[config.mk]
export PLATFORM = sky130hd
export DESIGN_NAME = dac_margin_pmbus_regs
export DESIGN_NICKNAME = d
export VERILOG_FILES = /design/src/shared/margin_pkg.sv /design/src/dac_margin_pmbus_regs.sv /design/src/pin_sync.sv
export VERILOG_INCLUDE_DIRS = /design/src /design/src/shared
export SDC_FILE = /design/constraint.sdc
export NUM_CORES = 1
export LEC_CHECK = 0
export BUFFER_PORTS_ARGS = -buffer_cell sky130_fd_sc_hd__buf_2
export CORE_ASPECT_RATIO = 1.1
export CORE_MARGIN = 2
export CORE_UTILIZATION = 35
export DETAILED_ROUTE_END_ITERATION = 10
export SLEW_MARGIN = 20
export SYNTH_ARGS = -nofsm -noshare
export SYNTH_HDL_FRONTEND = slang
export SYNTH_SLANG_ARGS = --single-unit
[constraint.sdc]
create_clock -name mclk -period 4.5 [get_ports mclk]
set_clock_uncertainty 0.1 [all_clocks]
set_input_delay 0.9 -clock mclk [delete_from_list [all_inputs] [get_ports mclk]]
set_output_delay 0.9 -clock mclk [all_outputs]
set_load 0.01 [all_outputs]
[src/shared/margin_cfg.svh]
// register offsets, field positions, reset values and timing counts of the margin block
`ifndef MARGIN_CFG_SVH
`define MARGIN_CFG_SVH
`define REG_OPERATION 8'h01
`define REG_MARGIN_UPPER 8'h25
`define REG_MARGIN_LOWER 8'h26
`define REG_BUS_FAULT 8'h78
`define REG_VERSION 8'h98
`define REG_TRIGGER 8'hd3
`define OPERATION_RESET 16'h0000
`define VERSION_VALUE 16'h2200
`define FAULT_BIT 9
`define CODE_MSB 11
`define CODE_LSB 2
`define CMD_OFF 8'h00
`define CMD_ON 8'h80
`define CMD_MARGIN_UPPER 8'ha4
`define CMD_MARGIN_LOWER 8'h94
`define I2C_BASE_ADDR 7'h48
`define BUS_TIMEOUT_NS 25000000
`define CLOCK_PERIOD_NS 8
`define STEP_TIME_NS 8000
`define STEP_CYCLES (`STEP_TIME_NS / `CLOCK_PERIOD_NS)
`define TIMEOUT_CYCLES (`BUS_TIMEOUT_NS / `CLOCK_PERIOD_NS)
`endif

[src/shared/margin_pkg.sv]
// types of the margin block
package margin_pkg;
	typedef enum logic [2:0] {
		st_idle,
		st_addr,
		st_reg,
		st_msb,
		st_lsb,
		st_read,
		st_skip
	} i2c_state_t;
endpackage : margin_pkg

[src/dac_margin_pmbus_regs.sv]
// i2c target, margin registers, operation command and output slewing
`timescale 1ns/1ps
`include "margin_cfg.svh"
//
// Function
// - upper margin code held in bits 11-2, or bits 11-4 for 8-bit codes
// - lower margin code held in bits 11-2, or bits 11-4 for 8-bit codes
// - operation byte 00h off, 80h on
// - command A4h moves output to upper margin
// - command 94h moves output to lower margin
// - bus faults set the communication fault flag
// - writing one clears the fault flag
// - version register reads 22h then zero
// - operation register at 01h, reset zero
// - four target addresses chosen by select pin
// - output powered down high impedance at power-up
// - output steps toward target at slew rate
// - stored settings restored from nonvolatile memory
// - margin trigger clears when code reached
// - command mode only while enable bit set
module dac_margin_pmbus_regs
	import margin_pkg::*;
#(
	parameter int CODE_WIDTH = 10,
	parameter int TIMEOUT_CYCLES = `TIMEOUT_CYCLES,
	parameter int STEP_CYCLES = `STEP_CYCLES
) (
	input wire logic mclk,
	input wire logic reset,
	input wire logic scl_in,
	input wire logic sda_in,
	output logic sda_out,
	output logic sda_oe,
	input wire logic [1:0] address_select_pin,
	input wire logic pmbus_enable,
	input wire logic [CODE_WIDTH-1:0] nominal_code,
	input wire logic nvm_valid,
	input wire logic nvm_power_up,
	input wire logic [15:0] nvm_margin_upper,
	input wire logic [15:0] nvm_margin_lower,
	output logic [CODE_WIDTH-1:0] dac_code,
	output logic dac_powered,
	output logic margin_upper_busy,
	output logic margin_lower_busy
);
	initial begin
		if (CODE_WIDTH != 10 && CODE_WIDTH != 8) $error("code width must be 8 or 10");
		if (STEP_CYCLES < 1 || TIMEOUT_CYCLES < 1) $error("counts must be positive");
	end

	////////////////////////////////////////////////////////////////////////////////
	// pin synchronisation and bus edge detection
	logic scl_s;
	logic sda_s;
	logic scl_d;
	logic sda_d;
	pin_sync #(.WIDTH(2)) u_sync (
		.mclk(mclk),
		.reset(reset),
		.pin({scl_in, sda_in}),
		.level({scl_s, sda_s})
	);
	wire scl_rise = scl_s && !scl_d;
	wire scl_fall = !scl_s && scl_d;
	wire start_cond = scl_s && scl_d && sda_d && !sda_s;
	wire stop_cond = scl_s && scl_d && !sda_d && sda_s;

	////////////////////////////////////////////////////////////////////////////////
	// registers and bus state
	i2c_state_t state;
	logic [3:0] bit_cnt;
	logic [7:0] shreg;
	logic [7:0] reg_addr;
	logic [7:0] msb_byte;
	logic [15:0] read_word;
	logic read_hi;
	logic ack_phase;
	logic have_reg;
	// ninth-clock tracking and the pairing of data bytes
	logic ack_slot;
	logic ack_due;
	logic pair_done;
	logic [15:0] operation_command;
	logic [15:0] margin_upper_code;
	logic [15:0] margin_lower_code;
	logic comm_fault_flag;
	logic [31:0] idle_cnt;
	logic [31:0] step_cnt;

	// target address offset by select pin level
	wire [6:0] my_addr = `I2C_BASE_ADDR | {5'h00, address_select_pin};
	wire byte_done = scl_rise && bit_cnt == 4'd7;
	wire [7:0] next_shreg = {shreg[6:0], sda_s};

	// read multiplexer; margin codes are write-only and read zero
	wire [15:0] read_mux = (reg_addr == `REG_OPERATION) ? operation_command :
		(reg_addr == `REG_BUS_FAULT) ? {6'h00, comm_fault_flag, 9'h000} :
		(reg_addr == `REG_VERSION) ? `VERSION_VALUE : 16'h0000;

	// full two-byte write reached
	wire write_word = state == st_lsb && byte_done;
	wire [15:0] wdata = {msb_byte, next_shreg};
	wire [15:0] code_mask = (CODE_WIDTH == 10) ? 16'h0ffc : 16'h0ff0;

	// fault causes: timeout, short write at stop, read before register write
	// the stop's own clock rise counts as one bit before the stop is seen, so a clean
	// stop leaves one bit behind; a pointer with no data pair is refused as well
	wire short_write = stop_cond && (state == st_msb || state == st_lsb)
		&& bit_cnt > 4'd1;
	wire msb_stop = stop_cond && state == st_lsb && bit_cnt <= 4'd1;
	wire zero_write = stop_cond && state == st_msb && bit_cnt <= 4'd1 && !pair_done;
	wire bus_timeout = state != st_idle && idle_cnt >= TIMEOUT_CYCLES;
	wire read_nowr = state == st_addr && byte_done && next_shreg[0] && !have_reg;
	wire fault_event = short_write || msb_stop || zero_write || bus_timeout || read_nowr;
	wire fault_clear = write_word && reg_addr == `REG_BUS_FAULT && wdata[`FAULT_BIT];

	////////////////////////////////////////////////////////////////////////////////
	// i2c target state machine
	always_ff @(posedge mclk) begin
		if (reset) begin
			state <= st_idle;
			bit_cnt <= 4'd0;
			shreg <= 8'h00;
			reg_addr <= 8'h00;
			msb_byte <= 8'h00;
			read_word <= 16'h0000;
			read_hi <= 1'b0;
			ack_phase <= 1'b0;
			ack_slot <= 1'b0;
			ack_due <= 1'b0;
			pair_done <= 1'b0;
			have_reg <= 1'b0;
			sda_out <= 1'b0;
			sda_oe <= 1'b0;
			scl_d <= 1'b1;
			sda_d <= 1'b1;
			idle_cnt <= 32'd0;
		end else begin
			scl_d <= scl_s;
			sda_d <= sda_s;
			idle_cnt <= (scl_rise || scl_fall || state == st_idle) ? 32'd0 : idle_cnt + 32'd1;
			if (start_cond) begin
				state <= st_addr;
				bit_cnt <= 4'd0;
				ack_phase <= 1'b0;
				ack_slot <= 1'b0;
				// a new frame has not yet carried a complete data pair
				pair_done <= 1'b0;
				sda_oe <= 1'b0;
			end else if (stop_cond || bus_timeout) begin
				state <= st_idle;
				sda_oe <= 1'b0;
				have_reg <= 1'b0;
			end else if (state != st_idle) begin
				if (ack_phase) begin
					// the fall after the eighth bit opens the ninth clock and the next fall
					// closes it; counting this clock as data would slip every later byte
					if (scl_fall && !ack_slot) begin
						ack_slot <= 1'b1;
						sda_oe <= ack_due;
					end else if (scl_fall) begin
						ack_phase <= 1'b0;
						ack_slot <= 1'b0;
						// release the line, or put up the first bit of the next read byte
						sda_oe <= state == st_read && !read_word[15];
						if (state == st_read) read_word <= {read_word[14:0], 1'b0};
					end else if (scl_rise && state == st_read && sda_s) begin
						// a host nack ends the read, so the line stays free for the stop
						state <= st_skip;
					end
				end else if (scl_rise) begin
					shreg <= next_shreg;
					bit_cnt <= (bit_cnt == 4'd7) ? 4'd0 : bit_cnt + 4'd1;
					if (bit_cnt == 4'd7) begin
						ack_phase <= 1'b1;
						case (state)
							st_addr: begin
								if (next_shreg[7:1] != my_addr || read_nowr) begin
									state <= st_skip;
									ack_due <= 1'b0;
								end else if (next_shreg[0]) begin
									state <= st_read;
									read_word <= read_mux;
									read_hi <= 1'b1;
									ack_due <= 1'b1;
								end else begin
									state <= st_reg;
									ack_due <= 1'b1;
								end
							end
							st_reg: begin
								reg_addr <= next_shreg;
								have_reg <= 1'b1;
								state <= st_msb;
								ack_due <= 1'b1;
							end
							st_msb: begin
								msb_byte <= next_shreg;
								state <= st_lsb;
								ack_due <= 1'b1;
							end
							st_lsb: begin
								state <= st_msb;
								pair_done <= 1'b1;
								ack_due <= 1'b1;
							end
							st_read: begin
								// the host answers read bytes, so the line is left free
								read_hi <= !read_hi;
								ack_due <= 1'b0;
							end
							default: begin
								state <= st_skip;
								ack_due <= 1'b0;
							end
						endcase
					end
				end else if (scl_fall && state == st_read) begin
					// next read bit, msb first, on each falling clock
					sda_oe <= !read_word[15];
					read_word <= {read_word[14:0], 1'b0};
				end
			end
		end
	end

	////////////////////////////////////////////////////////////////////////////////
	// register writes and fault flag
	always_ff @(posedge mclk) begin
		if (reset) begin
			operation_command <= `OPERATION_RESET;
			margin_upper_code <= 16'h0000;
			margin_lower_code <= 16'h0000;
			comm_fault_flag <= 1'b0;
		end else begin
			if (nvm_valid) begin
				margin_upper_code <= nvm_margin_upper & code_mask;
				margin_lower_code <= nvm_margin_lower & code_mask;
			end else if (write_word) begin
				if (reg_addr == `REG_OPERATION) operation_command <= {wdata[15:8], 8'h00};
				if (reg_addr == `REG_MARGIN_UPPER) margin_upper_code <= wdata & code_mask;
				if (reg_addr == `REG_MARGIN_LOWER) margin_lower_code <= wdata & code_mask;
			end
			// a new fault wins over a clear in the same cycle
			comm_fault_flag <= fault_event | (comm_fault_flag & !fault_clear);
		end
	end

	////////////////////////////////////////////////////////////////////////////////
	// output target selection and slewing
	wire cmd_write = write_word && reg_addr == `REG_OPERATION && pmbus_enable;
	wire [7:0] cmd = wdata[15:8];
	logic [CODE_WIDTH-1:0] target;
	wire [CODE_WIDTH-1:0] upper_val = margin_upper_code[`CODE_MSB -: CODE_WIDTH];
	wire [CODE_WIDTH-1:0] lower_val = margin_lower_code[`CODE_MSB -: CODE_WIDTH];
	wire step_tick = step_cnt >= STEP_CYCLES - 1;

	always_ff @(posedge mclk) begin
		if (reset) begin
			dac_powered <= 1'b0;
			dac_code <= '0;
			target <= '0;
			margin_upper_busy <= 1'b0;
			margin_lower_busy <= 1'b0;
			step_cnt <= 32'd0;
		end else begin
			step_cnt <= step_tick ? 32'd0 : step_cnt + 32'd1;
			if (nvm_valid) dac_powered <= nvm_power_up;
			if (cmd_write) begin
				case (cmd)
					`CMD_OFF: dac_powered <= 1'b0;
					`CMD_ON: begin
						dac_powered <= 1'b1;
						target <= nominal_code;
						margin_upper_busy <= 1'b0;
						margin_lower_busy <= 1'b0;
					end
					`CMD_MARGIN_UPPER: begin
						target <= upper_val;
						margin_upper_busy <= 1'b1;
						margin_lower_busy <= 1'b0;
					end
					`CMD_MARGIN_LOWER: begin
						target <= lower_val;
						margin_lower_busy <= 1'b1;
						margin_upper_busy <= 1'b0;
					end
					default: target <= target;
				endcase
			end else begin
				// busy flags drop once the output reaches the margin
				if (margin_upper_busy && dac_code == target) margin_upper_busy <= 1'b0;
				if (margin_lower_busy && dac_code == target) margin_lower_busy <= 1'b0;
			end
			// one code per step toward the target
			if (step_tick && dac_code < target) dac_code <= dac_code + 1'b1;
			else if (step_tick && dac_code > target) dac_code <= dac_code - 1'b1;
		end
	end
endmodule : dac_margin_pmbus_regs

[src/pin_sync.sv]
// three-flop pin synchroniser with agreement filter
`timescale 1ns/1ps
module pin_sync #(
	parameter int WIDTH = 2
) (
	input wire logic mclk,
	input wire logic reset,
	input wire logic [WIDTH-1:0] pin,
	output logic [WIDTH-1:0] level
);
	logic [WIDTH-1:0] s1;
	logic [WIDTH-1:0] s2;
	logic [WIDTH-1:0] s3;
	// a change counts once stages two and three agree
	always_ff @(posedge mclk) begin
		if (reset) begin
			s1 <= '1;
			s2 <= '1;
			s3 <= '1;
			level <= '1;
		end else begin
			s1 <= pin;
			s2 <= s1;
			s3 <= s2;
			for (int i = 0; i < WIDTH; i++) begin
				if (s2[i] == s3[i]) begin
					level[i] <= s3[i];
				end
			end
		end
	end
endmodule : pin_sync
# [After elaboration in Yosys (flattened, before gate mapping)]
# Cells that the tools add are included.
[op_classes] bitwise_logic=6 muxes=64 n_reduce_logical=100 order_cmp=6 n_eq_ne=37 addsub=5
[ops] op="2-to-1 mux 16 bit" n=11
[ops] op="2-to-1 mux 12 bit" n=6
[ops] op="adder 32 x 1 -> 32 bit (second input constant)" n=2
[ops] op="logical AND 1 bit" n=33
[ops] op="== test 8 bit (second input constant)" n=4
[ops] op=">= comparator 32 x 10 -> 1 bit (second input constant)" n=1
[ops] op=">= comparator 32 x 22 -> 1 bit (second input constant)" n=1
[ops] op="one-hot mux 10 bit (3 select lines)" n=1
[ops] op="2-to-1 mux 1 bit" n=28
[ops] op="2-to-1 mux 14 bit" n=2
[ops] op="AND reduction 7 bit" n=4
[ops] op="nonzero test 2 bit" n=14
[ops] op="2-to-1 mux 3 bit" n=8
[ops] op="2-to-1 mux 10 bit" n=2
[ops] op="AND reduction 6 bit" n=3
[ops] op="== test 8 x 6 -> 1 bit (second input constant)" n=2
[ops] op="one-hot mux 3 bit (4 select lines)" n=1
[ops] op="AND reduction 2 bit" n=6
[ops] op="AND reduction 4 bit" n=3
[ops] op="nonzero test 3 bit" n=4
[ops] op="OR reduction 2 bit" n=6
[ops] op="AND reduction 11 bit" n=1
[ops] op="adder 10 x 1 -> 10 bit (second input constant)" n=1
[ops] op="== test 10 bit" n=1
[ops] op="35 further kinds" n=73
[totals] regBits=178 output_inout_bits=15 input_bits=51 word_cells=249

# [Depth between registers and ports, before layout]
# Gate-level depths: netlist (run 1).
[logic_depth] ltp_word=15 ltp_mapped=16 ltp_nobuf=16

# [Cells and area by module]
# From an unflattened synthesis (run 1), not the netlist that was laid out.
[unflattened] cells_unflattened=846 area_unflattened_um2=7742.4
[modules_own_cells] module="dac_margin_pmbus_regs" area_each_um2=7512.2 n_inst=1 cells_per_inst=826
[modules_own_cells] module="pin_sync" area_each_um2=230.2 n_inst=1 cells_per_inst=20

# [Least setup slack after synthesis (run 1)]
# OpenSTA, ideal clock, no wires.
[synth_timing] kind="flip-flop to flip-flop" start="register dac_code[1]" end="register dac_code[9]" n_path_buf=0 path_stages_with_launch=16 required_time_ns=4.279 slack_ns=0.789 arrival_ns=3.490 period_less_slack_ns=3.711 setup_time_ns=0.121 path_cell_list="dfxtp_1 > ha_1 > nor2b_1 > o211ai_1 > a21oi_1 > a2111oi_1 > nor2b_1 > inv_1 > ha_1 > a21o_1 > a21oi_1 > o21ai_0 > a31oi_1 > o21ai_0 > mux2i_1 > mux2_2"
[synth_via] elab_chain_len=3 elab_cells_between_ends=9 classes_between="add/sub: 2; order compare: 2; mux: 2; reduce/logical: 3"
[synth_rtl] element="start: declaration" line="dac_margin_pmbus_regs.sv:41" source="output logic [CODE_WIDTH-1:0] dac_code,"
[synth_rtl] element="start signal: assignment" line="dac_margin_pmbus_regs.sv:296" source="if (step_tick && dac_code < target) dac_code <= dac_code + 1'b1;"
[synth_rtl] element="start signal: assignment" line="dac_margin_pmbus_regs.sv:297" source="else if (step_tick && dac_code > target) dac_code <= dac_code - 1'b1;"
[synth_rtl] element="subtractor 10 x 1 -> 10 bit, or another cell as far along" line="dac_margin_pmbus_regs.sv:297"
[synth_rtl] element="2-to-1 mux 10 bit, or another cell as far along" line="dac_margin_pmbus_regs.sv:297"
[synth_rtl] element="2-to-1 mux 10 bit or nonzero test 2 bit (tied branches)"
# Parallel ways exist; a longest one is shown, timed or not. The select of a mux whose other input is x is not followed.
# A chain may end at the register's enable or synchronous reset.

# [Worst setup path after layout (run 1)]
[layout_timing] start="register target[1]" end="register dac_code[9]"
[layout_via] elab_chain_len=3 elab_cells_between_ends=6 classes_between="order compare: 2; mux: 1; reduce/logical: 3"
[layout_rtl] element="start: declaration" line="dac_margin_pmbus_regs.sv:253" source="logic [CODE_WIDTH-1:0] target;"
[layout_rtl] element="start signal: assignment" line="dac_margin_pmbus_regs.sv:274" source="target <= nominal_code;"
[layout_rtl] element="start signal: assignment" line="dac_margin_pmbus_regs.sv:279" source="target <= upper_val;"
[layout_rtl] element="start signal: assignment" line="dac_margin_pmbus_regs.sv:284" source="target <= lower_val;"
[layout_rtl] element="< comparator 10 bit or greater-than comparator 10 bit (tied branches)" line="dac_margin_pmbus_regs.sv:296, dac_margin_pmbus_regs.sv:297"
[layout_rtl] element="logical AND 1 bit (on tied branches)" line="dac_margin_pmbus_regs.sv:296, dac_margin_pmbus_regs.sv:297"
[layout_rtl] element="2-to-1 mux 10 bit or nonzero test 2 bit (tied branches)"
# Parallel ways exist; a longest one is shown, timed or not.

==> impl_results.md, run 1 <==
- Routability cong.: 0.822
- CTS tree: done
- Final WS setup: 0.488 ns
- Pin count of the biggest net entering global routing: 90
- 1st-pass router iterations: 4
- Sequential share of power: 39.6%
- Synthesized area: 7860 um2
- Critical path arrival: 4.25 ns
- Lkg Pwr: 3.66 nW
- Die Wd: 147 um
- Number of core rows: 57
- Number of buffers created by CTS: 17
- CP Capture Type: register
- Cells along the critical path: inv_1 -> ha_1 -> nor2b_1 -> o211ai_1 -> a21oi_1 -> a2111oi_2 -> nor2b_1 -> inv_1 -> ha_1 -> a21o_1 -> a21oi_1 -> o21ai_0 -> a31oi_1 -> o21ai_0 -> mux2i_1 -> mux2_2
- Final hold violation count: 0
- Hold_buf cts: 0
- Gr ovfl total: 0
- Nets: 1,017
- RSZ-0062 raised after global routing: no
- Ys flop type: dfxtp_1
- IO Count: 66
- Initial antenna violation count: 1
- Hold path cells: 1
- Clock sinks: 170
- Hold WC Path Type: register to register
- Status: finished, final reports clean
- First-pass GRT wire length: 28,700 um
- Relative slew slack: 36.1%
- Post-DP HPWL: 11,900 um
- P_int: 2.89 mW
- Filler cells: 2,238
- Top cells by area, synth: dfxtp_1 43%, mux2i_1 7.9%, nor2_1 6.8%, ha_1 4.3%, nand3_1 3.2%
- Final Slew Violations: 0
- Wire length per cell: 13.7 um
- Worst IR Drop VDD: 0.000450 V
- Clk_lat worst skew: 0.44 ns
- Flop and latch count out of synthesis: 170
- CTS H-Tree Depth: 4
- Vias: 6,171
- Clock share of power: 35.7%
- Maximum clock insertion buffer count: 2
- Post-Route WL: 17,000 um
- Post-synth top area share: 43.3%
- Gr usage total: 14.9%
- Synth area leader: dfxtp_1
- Max incr delay on CP: 0.40 ns
- Clk slew on worst S/H paths: 0.07 ns
- Max FO, Critical Path: 8
- EDFF count, synth: 0
- Yosys warns: 0
- Biggest regs: idle_cnt (32), step_cnt (32)
- FMAX: 249 MHz
- Core Area: 22,000 um2
- Fin area: 9050 um2
- Most frequent cells in the layout: 170 x dfxtp_1, 143 x nor2_1, 62 x mux2i_1
- Share of cells above drive strength 1: 13.9%
- Pwr per Cell Area: 454 nW/um2
- Commonest non-fill, non-tap cell in the layout: dfxtp_1
- Worst-case reg-to-reg path depth: 16
- Finished Core Util: 41.0%
- Die Ht: 161 um
- Average vias per placed instance: 4.95
- Setup WS pre-CTS: 0.399 ns
- Worst-Margin Slew: 0.959 ns
- Post-synthesis cell count: 877
- Worst r2r src: target[1]
- Hold path start: u_sync.s1[1]
- Starting Density: 35.6%
- Area growth from synthesis to layout: 15.1%
- R2r endpoint: dac_code[9]
- Switching share of power: 29.5%
- Reg2reg setup slack: 0.49 ns
- First DRT Iteration DRCs: 305
- Setup TNS: 0 ns
- WHS Endpoint: u_sync.s2[1]
- Antenna Nets Post-Route: 0
- Period utilization: 89.2%
- Crit path kind: register to register
- Startpoint Class: register
- Root buffer cell: clkbuf_16
- Tmin final: 4.01 ns
- Crit-path slowest cell: a2111oi_2
- DP Area: 8450 um2
- Mapped Avg Cell Area: 8.96 um2
- Post-route DRC: 0
- CP required: 4.73 ns
- Max-Cap Viols: 0
- Asr flop ratio synth: 0%
- Netlist cell types: 67
- Die ar.: 23,700 um2
- Final setup vio count: 0
- Sw Pwr: 1.21 mW
- Sequential element share of the synthesized area: 43.3%
- Comb power frac: 24.8%
- Vias in the first global route: 5,785
- Number of port buffers: 52
-- power by group through the flow --
stage / Combinational [mW] / Clock (mW) / Sequential [mW]
2_1_floorplan: 0.801 / 0 / 1.66
3_3_place_gp: 0.987 / 0 / 1.66
3_5_place_dp: 0.998 / 0 / 1.66
4_1_cts: 1.01 / 1.50 / 1.62
5_1_grt: 1.17 / 1.56 / 1.63
6_report: 1.02 / 1.46 / 1.62
-- metrics by stage --
stage	std cells	hold WS (ns)	total power, mW
floorplan	899	0.289	2.46
global placement	1214	0.293	2.64
detailed placement	1214	0.295	2.66
CTS	1246	0.311	4.14
global route	1246	0.330	4.36
finish	1247	0.310	4.10
-- worst max path at each step --
| stage | from | slack (ns) | endpoint | depth (start not counted) |
|---|---|---|---|---|
| floorplan | dac_code[1] | 0.79 | dac_code[9] | 15 |
| global placement | target[1] | 0.45 | dac_code[9] | 16 |
| detailed placement | target[1] | 0.40 | dac_code[9] | 16 |
| CTS | target[1] | 0.36 | dac_code[9] | 16 |
| global route | target[1] | 0.15 | dac_code[9] | 15 |
| finish | target[1] | 0.49 | dac_code[9] | 16 |
-- logic make-up (layout without fill, tap and decap cells) --
kind of cell	Yosys count	in the layout	synth area share [%]
buffers and inverters	71	123	3.57
XOR/XNOR	47	47	5.24
adder cells (fa/ha/maj)	28	28	4.55
AND/OR/NAND/NOR	362	362	23.2
flip-flops	170	170	43.3
multiplexers	84	84	11.1
AO/OA/AOI/OAI	114	114	9.01
other	1	24	0.0477
-- worst max-delay path, delay by kind of cell, from the launching register on --
family                   cells  cell delay, ns
AND/OR/NAND/NOR              2            0.44
buffers and inverters        2            0.26
multiplexers                 2            0.52
flip-flops                   1            0.34
AO/OA/AOI/OAI                8            1.57
adder cells (fa/ha/maj)      2            0.66
-- repair_timing --
| item | 4_1_cts | 5_1_grt |
|---|---|---|
| endpoints found under the setup margin | 0 | 1 |
| resized for setup | 0 | 1 |
| setup buffers | 0 | 0 |
-- layer usage --
layer / global-route usage (%) / vias to the layer above / wire, um
met5: 0 / - / 0
met4: 6.13 / 0 / 353
met3: 3.11 / 23 / 663
met2: 24.0 / 125 / 7910
met1: 19.5 / 2859 / 8110
li1: - / 3164 / -
-- Yosys cell counts, drive strengths merged, types with 7 or more instances --
cell,number
or2,7
nand3,51
and3,11
ha,27
mux2,22
nor3,17
xor2,21
mux2i,62
inv,35
a21oi,35
nand2,50
nor2b,11
nor4,13
buf,10
nor2,147
or3,7
dfxtp,170
o21ai,31
clkbuf,26
a211oi,10
xnor2,26
nand4,14
-- final cells by class --
class,count,area [um2],share of cell area [%]
diodes,1,2.50,0.0277
clock buffers,18,429,4.74
clock inverters,14,156,1.73
inverters,35,131,1.45
multi-input cells,658,4260,47.1
flip-flops and latches,170,3400,37.6
well taps,295,369,4.08
repair buffers,56,290,3.21
Power figures use the tool's default switching activity.
==> run 2: changes to the inputs <==
CTS_BUF_LIST = sky130_fd_sc_hd__clkbuf_4 sky130_fd_sc_hd__clkbuf_8   (was default)
CTS_CLUSTER_SIZE = 12   (was default)
PLACE_DENSITY_LB_ADDON = 0.15   (was default)
==> impl_results.md, run 2 (synthesized netlist as in run 1, its figures left out) <==
- Status: finished, final reports clean
- Final Slew Violations: 0 (unchanged)
- Final hold violation count: 0 (unchanged)
- First DRT Iteration DRCs: 264 (-13%)
- Commonest non-fill, non-tap cell in the layout: dfxtp_1
- Wire length per cell: 14.0 um (+2.7%)
- Pwr per Cell Area: 432 nW/um2 (-4.9%)
- Filler cells: 2,262 (+1.1%)
- Critical path's top delay family: compound AO/OA/AOI/OAI gates
- Antenna Nets Post-Route: 0 (unchanged)
- CTS tree: done
- Critical path arrival: 4.34 ns (+0.09 ns)
- Hold_buf cts: 0 (unchanged)
- Biggest regs: idle_cnt (32), step_cnt (32)
- Average vias per placed instance: 4.89 (-1.2%)
- Max-Cap Viols: 0 (unchanged)
- Clock sinks: 170 (unchanged)
- Sw Pwr: 1.16 mW (-4.3%)
- CP required: 4.75 ns (+0.02 ns)
- P_int: 2.68 mW (-7.5%)
- Startpoint Class: register
- Clock share of power: 31.1% (-4.6 points)
- Most frequent cells in the layout: 170 x dfxtp_1, 143 x nor2_1, 62 x mux2i_1
- Final setup vio count: 0 (unchanged)
- Core Area: 22,000 um2 (unchanged)
- CP Capture Type: register
- Cells along the critical path: inv_1 -> ha_1 -> and3_1 -> nand4_1 -> a21oi_1 -> a2111oi_1 -> nor2b_1 -> inv_1 -> ha_1 -> a21o_1 -> a21oi_1 -> o21ai_0 -> a31oi_1 -> o21ai_0 -> mux2i_1 -> mux2_2
- RSZ-0062 raised after global routing: no
- Critical path origin: target[8]
- Routability cong.: 0.764 (-7.1%)
- Vias: 6,090 (-1.3%)
- Worst r2r src: target[8]
- Number of post-CTS setup repair buffers: 0 (unchanged)
- Hold WC Path Type: register to register
- FMAX: 244 MHz (-1.9%)
- Setup TNS: 0 ns (unchanged)
- Sequential share of power: 42.4% (+2.8 points)
- Crit-path slowest cell: a2111oi_1
- Relative slew slack: 28.5% (-7.6 points)
- First-pass GRT wire length: 29,200 um (+1.6%)
- R2r endpoint: dac_code[9]
- Die Wd: 147 um (unchanged)
- Starting Density: 35.6% (unchanged)
- Worst-case reg-to-reg path depth: 16 (unchanged)
- Crit path kind: register to register
- Initial antenna violation count: 0 (-1)
- Root buffer cell: clkbuf_8
- Maximum clock insertion buffer count: 2 (unchanged)
- Pin count of the biggest net entering global routing: 90 (unchanged)
- IO Count: 66 (unchanged)
- Lkg Pwr: 3.58 nW (-2.2%)
- CTS H-Tree Depth: 4 (unchanged)
- WP depth: 16 (unchanged)
- Share of cells above drive strength 1: 13.8% (-0.11 points)
- Reg2reg setup slack: 0.41 ns (-0.08 ns)
- Max FO, Critical Path: 8 (unchanged)
- Vias in the first global route: 5,865 (+1.4%)
- Number of core rows: 57 (unchanged)
- Gr usage total: 15.2% (+0.27 points)
- Antenna diode count: 0 (-1)
- CTS-repair resized insts: 0 (unchanged)
- Post-DP HPWL: 12,100 um (+1.4%)
- Clk slew on worst S/H paths: 0.10 ns (+0.03 ns)
- Hold path cells: 1 (unchanged)
- Tmin final: 4.09 ns (+0.0781 ns)
- Max incr delay on CP: 0.54 ns (+0.14 ns)
- Clk_lat worst skew: 0.46 ns (+0.02 ns)
- Post-route DRC: 0 (unchanged)
- Gr ovfl total: 0 (unchanged)
- Number of port buffers: 52 (unchanged)
- Layout Cells excl Fill: 1,246 (-0.080%)
- Crit path to: dac_code[9]
- Die Ht: 161 um (unchanged)
- 1st-pass router iterations: 4 (unchanged)
- WP buf/inv: 2 (unchanged)
- Placed instance count: 1,214 (unchanged)
- Switching share of power: 30.2% (+0.71 points)
- Worst-Margin Slew: 1.07 ns (+0.112 ns)
- Nets: 1,017 (unchanged)
- Worst IR Drop VDD: 0.000189 V (-58%)
- Post-Route WL: 17,500 um (+2.6%)
- Number of buffers created by CTS: 17 (unchanged)
- Comb power frac: 26.5% (+1.7 points)
- Die ar.: 23,700 um2 (unchanged)
- Area growth from synthesis to layout: 13.1%
- Period utilization: 90.9% (+1.7 points)
==> run 2: changes by cell type in the layout (fill, tap and decap cells not counted), moves of 2 or more <==
cell        before  now
clkbuf_16       17    0
clkbuf_8         0   17
inv_6            7    1
bufinv_16        2    4
clkinvlp_4       1    3
==> run 2: worst min-delay path by stage <==
stage / start / endpoint / slack (ns)
global route: u_sync.s1[1] / u_sync.s2[1] / 0.32
CTS: u_sync.s1[1] / u_sync.s2[1] / 0.31
detailed placement: u_sync.s1[0] / u_sync.s2[0] / 0.29
floorplan: u_sync.s1[0] / u_sync.s2[0] / 0.29
global placement: u_sync.s1[0] / u_sync.s2[0] / 0.29
finish: u_sync.s1[0] / u_sync.s2[0] / 0.32
==> run 2: final cells by class <==
class | instances | area (um2) | area share [%]
Clock buffer | 18 | 241 | 2.72
Clock inverter | 14 | 195 | 2.20
Inverter | 35 | 131 | 1.48
Multi-Input combinational cell | 658 | 4260 | 47.9
Sequential cell | 170 | 3400 | 38.3
Tap cell | 295 | 369 | 4.15
Timing Repair Buffer | 56 | 290 | 3.27
==> run 2: stage by stage <==
step	area, um2	setup WS (ns)	hold slack, ns	util, %	power (mW)
floorplan	7940	0.789	0.289	-	2.46
finish	8890	0.410	0.315	40.3	3.83
CTS	8890	0.384	0.312	40.3	3.89
detailed placement	8450	0.431	0.293	38.3	2.68
global placement	8450	0.409	0.292	38.3	2.68
global route	8890	0.0909	0.325	40.3	4.08
==> run 2: routing by layer <==
| metal | vias to the layer above | share of wire, % | GRT usage [%] |
|---|---|---|---|
| met5 | - | 0 | 0 |
| met4 | 0 | 0.75 | 4.50 |
| met3 | 9 | 2.7 | 2.66 |
| met2 | 72 | 47 | 24.4 |
| met1 | 2838 | 50 | 20.8 |
| li1 | 3171 | - | - |
==> run 2: worst register-to-register path: stages (launching register included) <==
cell       delay [ns]
dfxtp_1          0.36
inv_1            0.05
ha_1             0.28
and3_1           0.19
nand4_1          0.12
a21oi_1          0.05
a2111oi_1        0.54
nor2b_1          0.32
inv_1            0.21
ha_1             0.38
a21o_1           0.19
a21oi_1          0.12
o21ai_0          0.14
a31oi_1          0.28
o21ai_0          0.16
mux2i_1          0.17
mux2_2           0.34
==> run 2: power by group through the flow <==
stage	sequential [mW]	combinational (mW)	clock [mW]
global placement	1.66	1.02	0
global route	1.63	1.15	1.29
CTS	1.63	1.03	1.23
finish	1.62	1.02	1.19
detailed placement	1.66	1.02	0
floorplan	1.66	0.801	0
